--- src/shared/cie_pkg.sv ---
package cie_pkg;
   // ----------------------------------------
   // opcode layout
   // ----------------------------------------
   localparam int INSN_W = 14;   // instruction word width
   localparam int DATA_W = 8;    // data path width
   localparam int FADDR_W = 7;   // data register address width
   localparam int PC_W = 13;     // program counter width
   localparam int TGT_W = 11;    // call target field width
   localparam int PSC_W = 8;     // prescaler width
   localparam logic [13:0] OP_ACC_CLEAR = 14'h0103;   // accumulator clear opcode
   localparam logic [13:0] OP_WDOG_CLEAR = 14'h0064;  // watchdog clear opcode
   localparam logic [6:0] OP_FCLR_HI = 7'h03;         // upper seven bits of file clear
   localparam logic [2:0] OP_CALL_HI = 3'h4;          // upper three bits of call
   localparam logic [7:0] ZERO_BYTE = 8'h00;          // cleared data value
   localparam logic [12:0] PC_RESET = 13'h0000;       // program counter after reset
   // ----------------------------------------
   // call sequencing states, gray coded
   // ----------------------------------------
   typedef enum logic [0:0] {
      CIE_FIRST  = 1'b0,  // normal execute cycle
      CIE_SECOND = 1'b1   // second cycle of a call
   } cie_state_e;
endpackage : cie_pkg

--- src/rtl/cie_watchdog.sv ---
`timescale 1ns/1ps
`default_nettype none
// watchdog counter and prescaler; cleared by the execute stage
module cie_watchdog
   import cie_pkg::*;
#(
   parameter int CNT_W = DATA_W,
   parameter int PS_W  = PSC_W
) (
   // clock and reset
   input  wire logic             clk_sys,
   input  wire logic             rst,
   input  wire logic             clkEn,
   // control
   input  wire logic             tick,
   input  wire logic             clearReq,
   // state
   output logic [CNT_W-1:0]      count_ff,
   output logic [PS_W-1:0]       prescale_ff
);
   // ----------------------------------------
   // prescaler then counter; clear beats tick
   // ----------------------------------------
   always_ff @(posedge clk_sys or posedge rst) begin
      if (rst) begin
         prescale_ff <= '0;
         count_ff    <= '0;
      end else if (clkEn) begin
         if (clearReq) begin
            // a clear must not be undone by a same-cycle tick
            prescale_ff <= '0;
            count_ff    <= '0;
         end else if (tick) begin
            prescale_ff <= prescale_ff + 1'b1;
            if (&prescale_ff) begin
               count_ff <= count_ff + 1'b1;
            end
         end
      end
   end
endmodule : cie_watchdog
`default_nettype wire

--- src/rtl/cie_exec.sv ---
`timescale 1ns/1ps
`default_nettype none
// execute stage for clearing instructions and call
module cie_exec
   import cie_pkg::*;
(
   // clock and reset
   input  wire logic                   clk_sys,
   input  wire logic                   rst,
   input  wire logic                   clkEn,
   // instruction from decode
   input  wire logic                   insnValid,
   input  wire logic [INSN_W-1:0]      insn,
   input  wire logic [PC_W-1:0]        insnAddr,
   input  wire logic [1:0]             pcUpper,
   // watchdog time base, same clock
   input  wire logic                   wdogTick,
   // register file write
   output logic                        fileWrEn_ff,
   output logic [FADDR_W-1:0]          fileWrAddr_ff,
   output logic [DATA_W-1:0]           fileWrData_ff,
   // core state
   output logic [DATA_W-1:0]           acc_ff,
   output logic                        zeroFlag_ff,
   output logic                        expiryStatusFlag_ff,
   output logic                        sleepEnteredFlag_ff,
   output logic [PC_W-1:0]             pc_ff,
   output logic [PC_W-1:0]             stackHead_ff,
   output logic                        stackPush_ff,
   output logic                        stall_ff,
   // watchdog state
   output logic [DATA_W-1:0]           watchdogCounter,
   output logic [PSC_W-1:0]            watchdogPrescale
);
   // ----------------------------------------
   // decode
   // ----------------------------------------
   cie_state_e state_ff;      // call sequencer
   logic       take;          // instruction accepted this cycle
   logic       isFileClr;     // file register clear op
   logic       isAccClr;      // accumulator clear op
   logic       isWdogClr;     // watchdog clear op
   logic       isCall;        // subroutine call

   // a second call cycle consumes no new instruction
   assign take      = clkEn && insnValid && (state_ff == CIE_FIRST);
   // opcode fields are cut from the top of the word by each pattern's width,
   // so a different word layout only needs new package constants
   // unknown opcodes are still taken and only move the program counter on
   assign isFileClr = take && (insn[INSN_W-1 -: $bits(OP_FCLR_HI)] == OP_FCLR_HI);
   assign isAccClr  = take && (insn == OP_ACC_CLEAR);
   assign isWdogClr = take && (insn == OP_WDOG_CLEAR);
   assign isCall    = take && (insn[INSN_W-1 -: $bits(OP_CALL_HI)] == OP_CALL_HI);

   // ----------------------------------------
   // call sequencer
   // ----------------------------------------
   always_ff @(posedge clk_sys or posedge rst) begin
      if (rst) begin
         state_ff <= CIE_FIRST;
      end else if (clkEn) begin
         case (state_ff)
            CIE_FIRST:  if (isCall) state_ff <= CIE_SECOND;
            CIE_SECOND: state_ff <= CIE_FIRST;
            // an illegal code falls back to the normal execute cycle
            default:    state_ff <= CIE_FIRST;
         endcase
      end
   end

   // stall tells fetch to hold during the call's second cycle
   always_ff @(posedge clk_sys or posedge rst) begin
      if (rst) begin
         stall_ff <= 1'b0;
      end else if (clkEn) begin
         stall_ff <= isCall;
      end
   end

   // ----------------------------------------
   // program counter and stack head
   // ----------------------------------------
   always_ff @(posedge clk_sys or posedge rst) begin
      if (rst) begin
         pc_ff        <= PC_RESET;
         stackHead_ff <= PC_RESET;
         stackPush_ff <= 1'b0;
      end else if (clkEn) begin
         stackPush_ff <= isCall;
         if (isCall) begin
            // return address is the call's own address plus one
            stackHead_ff <= insnAddr + 1'b1;
            pc_ff        <= {pcUpper, insn[TGT_W-1:0]};
         end else if (take) begin
            // plain step; the call's dead cycle leaves pc alone
            pc_ff <= insnAddr + 1'b1;
         end
      end
   end

   // ----------------------------------------
   // register file write, one cycle
   // ----------------------------------------
   always_ff @(posedge clk_sys or posedge rst) begin
      if (rst) begin
         fileWrEn_ff   <= 1'b0;
         fileWrAddr_ff <= '0;
         fileWrData_ff <= ZERO_BYTE;
      end else if (clkEn) begin
         fileWrEn_ff <= isFileClr;
         // address and data hold between strobes, so stale values are harmless
         if (isFileClr) begin
            fileWrAddr_ff <= insn[FADDR_W-1:0];
            fileWrData_ff <= ZERO_BYTE;
         end
      end
   end

   // ----------------------------------------
   // accumulator
   // ----------------------------------------
   always_ff @(posedge clk_sys or posedge rst) begin
      if (rst) begin
         acc_ff <= ZERO_BYTE;
      end else if (clkEn && isAccClr) begin
         // nothing else loads the accumulator in this block
         acc_ff <= ZERO_BYTE;
      end
   end

   // ----------------------------------------
   // status flags; file and accumulator clears set zero, watchdog clear sets expiry and sleep
   // ----------------------------------------
   always_ff @(posedge clk_sys or posedge rst) begin
      if (rst) begin
         zeroFlag_ff <= 1'b0;
      end else if (clkEn && (isFileClr || isAccClr)) begin
         // only ever set here; clearing it belongs to other instructions
         zeroFlag_ff <= 1'b1;
      end
   end

   // reset and the watchdog clear both set these flags to one
   always_ff @(posedge clk_sys or posedge rst) begin
      if (rst) begin
         expiryStatusFlag_ff <= 1'b1;
         sleepEnteredFlag_ff <= 1'b1;
      end else if (clkEn && isWdogClr) begin
         expiryStatusFlag_ff <= 1'b1;
         sleepEnteredFlag_ff <= 1'b1;
      end
   end

   // ----------------------------------------
   // watchdog
   // ----------------------------------------
   cie_watchdog #(
      .CNT_W (DATA_W),
      .PS_W  (PSC_W)
   ) i_cie_watchdog (
      .clk_sys     (clk_sys),
      .rst         (rst),
      .clkEn       (clkEn),
      .tick        (wdogTick),
      .clearReq    (isWdogClr),
      .count_ff    (watchdogCounter),
      .prescale_ff (watchdogPrescale)
   );

   // ----------------------------------------
   // checks
   // ----------------------------------------
   // file register clear
   a_fclr_zero_write: assert property (@(posedge clk_sys) disable iff (rst)
      isFileClr |=> fileWrEn_ff && fileWrData_ff == ZERO_BYTE && zeroFlag_ff)
      else $error("file clear did not write zero");
   a_fclr_addr: assert property (@(posedge clk_sys) disable iff (rst)
      isFileClr |=> fileWrAddr_ff == $past(insn[FADDR_W-1:0]))
      else $error("file clear address wrong");
   // expiry and sleep flags belong to the watchdog clear only
   a_fclr_flags_kept: assert property (@(posedge clk_sys) disable iff (rst)
      isFileClr |=> $stable(expiryStatusFlag_ff) && $stable(sleepEnteredFlag_ff))
      else $error("file clear touched other flags");
   // a lingering strobe would make the register file write twice
   a_fclr_one_cycle: assert property (@(posedge clk_sys) disable iff (rst)
      fileWrEn_ff && clkEn && !isFileClr |=> !fileWrEn_ff)
      else $error("file clear strobe held too long");

   // accumulator clear
   a_acc_clear: assert property (@(posedge clk_sys) disable iff (rst)
      isAccClr |=> acc_ff == ZERO_BYTE && zeroFlag_ff)
      else $error("accumulator clear failed");

   // watchdog clear
   a_wdog_count: assert property (@(posedge clk_sys) disable iff (rst)
      isWdogClr |=> watchdogCounter == '0)
      else $error("watchdog counter not cleared");
   a_wdog_flags: assert property (@(posedge clk_sys) disable iff (rst)
      isWdogClr |=> watchdogPrescale == '0 && expiryStatusFlag_ff && sleepEnteredFlag_ff)
      else $error("watchdog clear flags wrong");

   // call; a frozen enable may stretch the second cycle
   a_call_two_cycles: assert property (@(posedge clk_sys) disable iff (rst)
      isCall |=> (state_ff == CIE_SECOND && stall_ff)
         ##1 (state_ff == CIE_FIRST || !$past(clkEn)))
      else $error("call not two cycles");
   a_call_refused: assert property (@(posedge clk_sys) disable iff (rst)
      clkEn && state_ff == CIE_SECOND |=> !fileWrEn_ff && !stackPush_ff && !stall_ff)
      else $error("instruction taken in call dead cycle");
   a_call_stack: assert property (@(posedge clk_sys) disable iff (rst)
      isCall |=> stackHead_ff == $past(insnAddr) + 1'b1 && stackPush_ff)
      else $error("call return address wrong");
   a_call_pc: assert property (@(posedge clk_sys) disable iff (rst)
      isCall |=> pc_ff == {$past(pcUpper), $past(insn[TGT_W-1:0])})
      else $error("call target wrong");

   // coverage of the main scenarios
   c_fclr: cover property (@(posedge clk_sys) isFileClr);
   c_accclr: cover property (@(posedge clk_sys) isAccClr);
   c_wdog: cover property (@(posedge clk_sys) isWdogClr && wdogTick);
   c_call: cover property (@(posedge clk_sys) isCall ##2 take);
endmodule : cie_exec
`default_nettype wire

--- config.mk ---
export PLATFORM = sky130hd
export DESIGN_NAME = cie_exec
export DESIGN_NICKNAME = d
export VERILOG_FILES = /design/src/shared/cie_pkg.sv /design/src/rtl/cie_watchdog.sv /design/src/rtl/cie_exec.sv
export SDC_FILE = /design/constraint.sdc
export NUM_CORES = 1
export LEC_CHECK = 0
export ABC_AREA = 1
export BUFFER_PORTS_ARGS = -buffer_cell sky130_fd_sc_hd__buf_2
export CAP_MARGIN = 15
export CORE_MARGIN = 2
export CORE_UTILIZATION = 40
export CTS_CLUSTER_SIZE = 12
export DETAILED_ROUTE_END_ITERATION = 10
export PLACE_DENSITY = 0.66
export SLEW_MARGIN = 20
export SYNTH_ARGS = -nofsm -noshare
export SYNTH_HDL_FRONTEND = slang
export SYNTH_SLANG_ARGS = --single-unit
--- constraint.sdc ---
create_clock -name clk_sys -period 3.85 [get_ports clk_sys]
set_clock_uncertainty 0.05 [all_clocks]
set_input_delay 0.1925 -clock clk_sys [delete_from_list [all_inputs] [get_ports clk_sys]]
set_output_delay 0.1925 -clock clk_sys [all_outputs]
set_load 0.01 [all_outputs]
== Word level (Yosys, flattened, before mapping) ==
Cells that the tools add are included.
Word-level totals
  flip-flop bits (word level): 53
  output and inout port bits: 71
  word-level logic and storage cells: 43
Operators by class
  eq/ne operators: 4
  add/subtract/negate cells: 3
  reduce and logical (&&, ||, !) cells: 17
  mux-type cells: 9
  bitwise logic cells: 1
Operators with widths (number)
  8-bit 2-to-1 mux: 5
  13-bit 2-to-1 mux: 2
  8-bit by 1-bit adder with 8-bit output (second input constant): 2
  14-bit by 7-bit equality test with 1-bit output (second input constant): 1
  14-bit by 9-bit equality test with 1-bit output (second input constant): 1
  13-bit by 1-bit adder with 13-bit output (second input constant): 1
  2-bit AND reduction: 4
  8-bit AND reduction: 1
  7-bit by 2-bit equality test with 1-bit output (second input constant): 1
  1-bit logical AND: 7
  2-bit nonzero test: 3
  3-bit equality test (second input constant): 1
  3-bit AND reduction: 1
  1-bit case mux with 2 select lines: 1
  1-bit logical OR: 1
  1-bit 2-to-1 mux: 1
  1-bit inverter: 1

== Longest topological paths before layout ==
  depth in word-level cells: 5
  gate-level depth with buffers: 10

== By module ==
From an unflattened synthesis, not the netlist that was laid out.
Second synthesis, totals
  cell total of the unflattened synthesis: 409
  area, all modules: 3089.2 um^2
Modules (own cells, without submodules)
  cie_exec: seq. area each 925.9 um^2, area an instance 2112.0 um^2, cells each 278, instances 1
  cie_watchdog: seq. area each 400.4 um^2, area an instance 977.2 um^2, cells each 131, instances 1

== Least setup slack after synthesis ==
No wires, ideal clock.
  kind: register to register
  start: reg i_cie_watchdog.prescale_ff[0]
  end: reg i_cie_watchdog.count_ff[2]
  buffers on the path: 0
  setup time: 117 ps
  slack: 2240 ps
  arrival: 1443 ps
  stages on the path, launching flop included: 9
  data required time: 3683 ps
  path through: dfrtp_1 > ha_1 > nand2_1 > nor2_1 > nand4_1 > o21ai_2 > nand2_2 > nand2_1 > nand2_1
Between the ends
  longest elaborated chain between the ends: 3
Ends and longest elaborated chain
  start, declared: line cie_watchdog.sv:19  | output logic [PS_W-1:0] prescale_ff
  start signal, assigned: line cie_watchdog.sv:34  | prescale_ff <= prescale_ff + 1'b1;
  8-bit AND reduction: line cie_watchdog.sv:35  | if (&prescale_ff) begin
  2-bit nonzero test (no line)
  3-bit AND reduction (no line)
  end signal, assigned: line cie_watchdog.sv:36  | count_ff <= count_ff + 1'b1;
  end, declared: line cie_watchdog.sv:18  | output logic [CNT_W-1:0] count_ff,
No other way between the ends.
A chain may end at the register's enable or synchronous reset.

== Worst setup path in the final report ==
  start: reg state_ff
  end: reg fileWrAddr_ff[6]
Between the ends
  longest elaborated chain between the ends: 4
Ends and longest elaborated chain
  start, declared: line cie_exec.sv:38  | cie_state_e state_ff;
  start signal, assigned: line cie_exec.sv:60  | state_ff <= CIE_FIRST;
  start signal, assigned: line cie_exec.sv:63  | CIE_FIRST: if (isCall) state_ff <= CIE_SECOND;
  start signal, assigned: line cie_exec.sv:64  | CIE_SECOND: state_ff <= CIE_FIRST;
  1-bit inverter
  1-bit logical AND: line cie_exec.sv:46  | assign take = clkEn && insnValid && (state_ff == CIE_FIRST);
  1-bit logical AND: line cie_exec.sv:50  | assign isFileClr = take && (insn[INSN_W-1 -: $bits(OP_FCLR_HI)] == OP_FCLR_HI);
  2-bit AND reduction (no line)
  end signal, assigned: line cie_exec.sv:113  | fileWrAddr_ff <= insn[FADDR_W-1:0];
  end, declared: line cie_exec.sv:20  | output logic [FADDR_W-1:0] fileWrAddr_ff,
No other way between the ends.

==> impl_metrics.json <==
{
  "clockRootBuffer": "clkbuf_8",
  "cts.sinks": 53,
  "slew_headroom": 0.6122,
  "slew_viol_final": 0,
  "htree_levels": 2,
  "dp_hpwl_mm": 5.889,
  "synth-seq-area-share": 0.4337,
  "grt.total_usage": 0.1799,
  "cts_buffer_depth": 2,
  "cell_internal_pwr_uw": 956.8,
  "yosys_register_bits": 53,
  "hold_viol_final": 0,
  "setup_violations": 0,
  "cp_slowest_stage_delay_ns": 0.46,
  "grt.overflow.total": 0,
  "wirelength_mm": 7.566,
  "ant_nets": 0,
  "r2r-start": "state_ff$_DFFE_PP0P_",
  "rsz0062_at_grt": "no",
  "via_per_inst": 4.748,
  "first_global_vias": 2586,
  "drive_gt1_frac": 0.2083,
  "ir_drop_v": 0.0001980,
  "arrival_ns": 2.14,
  "holdPathStages": 3,
  "dieArea_um2": 8360,
  "p_sw_frac": 0.3110,
  "cp.required_ns": 3.97,
  "r2r_cells": 6,
  "fp.dieH_um": 91.44,
  "fin_nets": 541,
  "synth.area.top_cells": "dfrtp_1 43%, nand2_1 16%, inv_1 5.6%",
  "startpoint_type": "flop",
  "dieWidth_um": 91.44,
  "async_flop_share": 1.000,
  "power.total_mw": 1.389,
  "yosysWarnings": 0,
  "path_max_fanout": 25,
  "rows": 31,
  "power_frac_comb": 0.240,
  "drtIter0Drc": 201,
  "worst_pin_slew_ns": 0.5817,
  "drc_errors": 0,
  "end_kind": "flop",
  "synth_mux_area_frac": 0,
  "synth-xor-area-share": 0.04010,
  "synth_edf_count": 0,
  "p_per_area_nw_per_um2": 383.5,
  "max_freq_mhz": 494.6,
  "synth-adder-area-share": 0.01227,
  "grt_max_degree": 47,
  "place_congestion": 0.8976,
  "syn_inst": 420,
  "pin_count": 105,
  "min_period_ns": 2.022,
  "avgRoutedWirePerCell_um": 12.53,
  "hold_end": "i_cie_watchdog.prescale_ff[7]$_DFFE_PP0P_",
  "initial_utilization": 0.4171,
  "p_seq_frac": 0.499,
  "core_um2": 7331,
  "area_growth_syn_to_layout_pct": 18.41,
  "clk_pin_slew_ns": 0.09,
  "p_clk_frac": 0.261,
  "portBuffers": 86,
  "cpMaxStageDelayCell": "nand4_1",
  "r2r-end": "fileWrAddr_ff[6]$_DFFE_PP0P_",
  "hold_start": "wdogTick",
  "synth-main-ff-cell": "dfrtp_1",
  "yosys.area.top_type": "dfrtp_1",
  "synth.top_cell.area_share": 0.4337,
  "status": "finished, final reports clean",
  "cts_buffers": 5,
  "netSwitchingPower_uw": 431.9,
  "synth_top_family_by_area": "simple AND/OR/NAND/NOR gates",
  "crit_chain": "inv_1 > nand3_2 > nor3_1 > nand4_1 > nand2_1 > o21ai_1",
  "r2r_slack_ns": 1.83,
  "synth-simple-area-share": 0.2913,
  "antenna_found_initial": 1,
  "path_class": "flop to flop",
  "syn_area_um2": 3058,
  "yosysUniqueCellTypes": 27,
  "num_vias": 2868,
  "fillCellCount": 748,
  "cts_tree": "yes",
  "drt-pass1-iter-count": 4,
  "synth_compound_area_frac": 0.1027,
  "grt_pass1_wl_mm": 12.24,
  "period_share": 0.5251,
  "hold_path_class": "input port to flop",
  "final_util": 0.4939,
  "avgSynthCellArea_um2": 7.281,
  "maxCapViolCount": 0,
  "clk_latency_ns": 0.30,
  "leakage_nw": 2.051,
  "finalSetupTns_ns": 0
}
-- registers in the layout, summed over array words and instances (netlist names) --
name,count
stackHead_ff,13
i_cie_watchdog.prescale_ff,8
zeroFlag_ff,1
pc_ff,13
fileWrAddr_ff,7
fileWrEn_ff,1
state_ff,1
stackPush_ff,1
i_cie_watchdog.count_ff,8
-- power groups by stage --
stage	Sequential, mW	Combinational, mW	Clock (mW)
after floorplan	0.734	0.167	0
after global placement	0.704	0.330	0
after detailed placement	0.702	0.335	0
after CTS	0.693	0.337	0.375
after global routing	0.704	0.377	0.393
final	0.694	0.333	0.362
-- cell families (layout without fill, tap and decap cells) --
group,after synthesis,in the layout
flops,53,53
compound gates,58,58
simple gates,215,215
other cells,2,19
buf+inv,75,143
fa+ha+maj,3,3
xor+xnor,14,14
-- critical path: cells and delay by family, from the launching register on --
kind | cells | cell delay (ns)
AND/OR/NAND/NOR | 4 | 1.31
buffers and inverters | 1 | 0.08
flip-flops | 1 | 0.37
AO/OA/AOI/OAI | 1 | 0.08
-- through the flow --
stage	area [um^2]	cells	setup slack, ns	hold slack (ns)
after floorplan	3118	436	2.240	0.2498
after global placement	3505	595	1.830	0.04716
after detailed placement	3505	595	1.773	0.04740
after CTS	3618	603	1.830	0.1035
after global routing	3618	603	1.543	0.1222
final	3621	604	1.828	0.1070
-- final cells by class --
class	instances	area (um^2)	share of cell area
timing repair buffer	89	455.4	0.1258
clock inverter	2	35.03	0.009675
inverter	47	176.4	0.04872
tap	99	123.9	0.03421
clock buffer	5	68.82	0.01900
sequential	53	1326	0.3663
multi-input combinational	308	1433	0.3956
antenna	1	2.502	0.0006911
-- layout by cell type (no fill, tap or decap), types with 3 or more instances in the layout --
master	n
a21oi_1	9
a31oi_1	4
buf_2	86
clkbuf_8	5
conb_1	18
dfrtp_1	53
ha_1	3
inv_1	45
nand2_1	133
nand3_1	23
nand4_1	9
nor2_1	39
o21ai_0	24
o21ai_1	14
o21bai_1	5
xor2_1	12
-- Yosys cell counts (all sizes together), types with 3 or more instances --
cell type  instances
nand2            135
dfrtp             53
inv               47
nor2              41
o21ai             39
nand3             25
buf               22
xor2              12
a21oi              9
nand4              9
clkbuf             6
o21bai             5
a31oi              4
ha                 3
-- routing by layer --
layer	track usage	vias to the layer above	routed length, um
met3	0.03237	5	440
met5	0	-	0
met2	0.2684	88	3268
li1	-	1452	-
met1	0.2697	1323	3788
met4	0.04293	0	69
-- how the worst max path moves through the flow --
stage,slack (ns),from,endpoint,depth (start not counted)
2_1_floorplan,2.24,i_cie_watchdog.prescale_ff[0]$_DFFE_PP0P_,i_cie_watchdog.count_ff[2]$_DFFE_PP0P_,8
3_3_place_gp,1.83,clkEn,pc_ff[5]$_DFFE_PP0P_,7
3_5_place_dp,1.77,clkEn,fileWrAddr_ff[2]$_DFFE_PP0P_,5
4_1_cts,1.83,state_ff$_DFFE_PP0P_,fileWrAddr_ff[3]$_DFFE_PP0P_,5
5_1_grt,1.54,state_ff$_DFFE_PP0P_,fileWrAddr_ff[3]$_DFFE_PP0P_,6
6_report,1.83,state_ff$_DFFE_PP0P_,fileWrAddr_ff[6]$_DFFE_PP0P_,6
-- what timing repair did --
item                      in CTS  in global routing
hold buffers                   1                  0
resized for setup              0                  0
setup buffers                  0                  0
hold endpoints to repair       7                  0
Power figures use the tool's default switching activity.
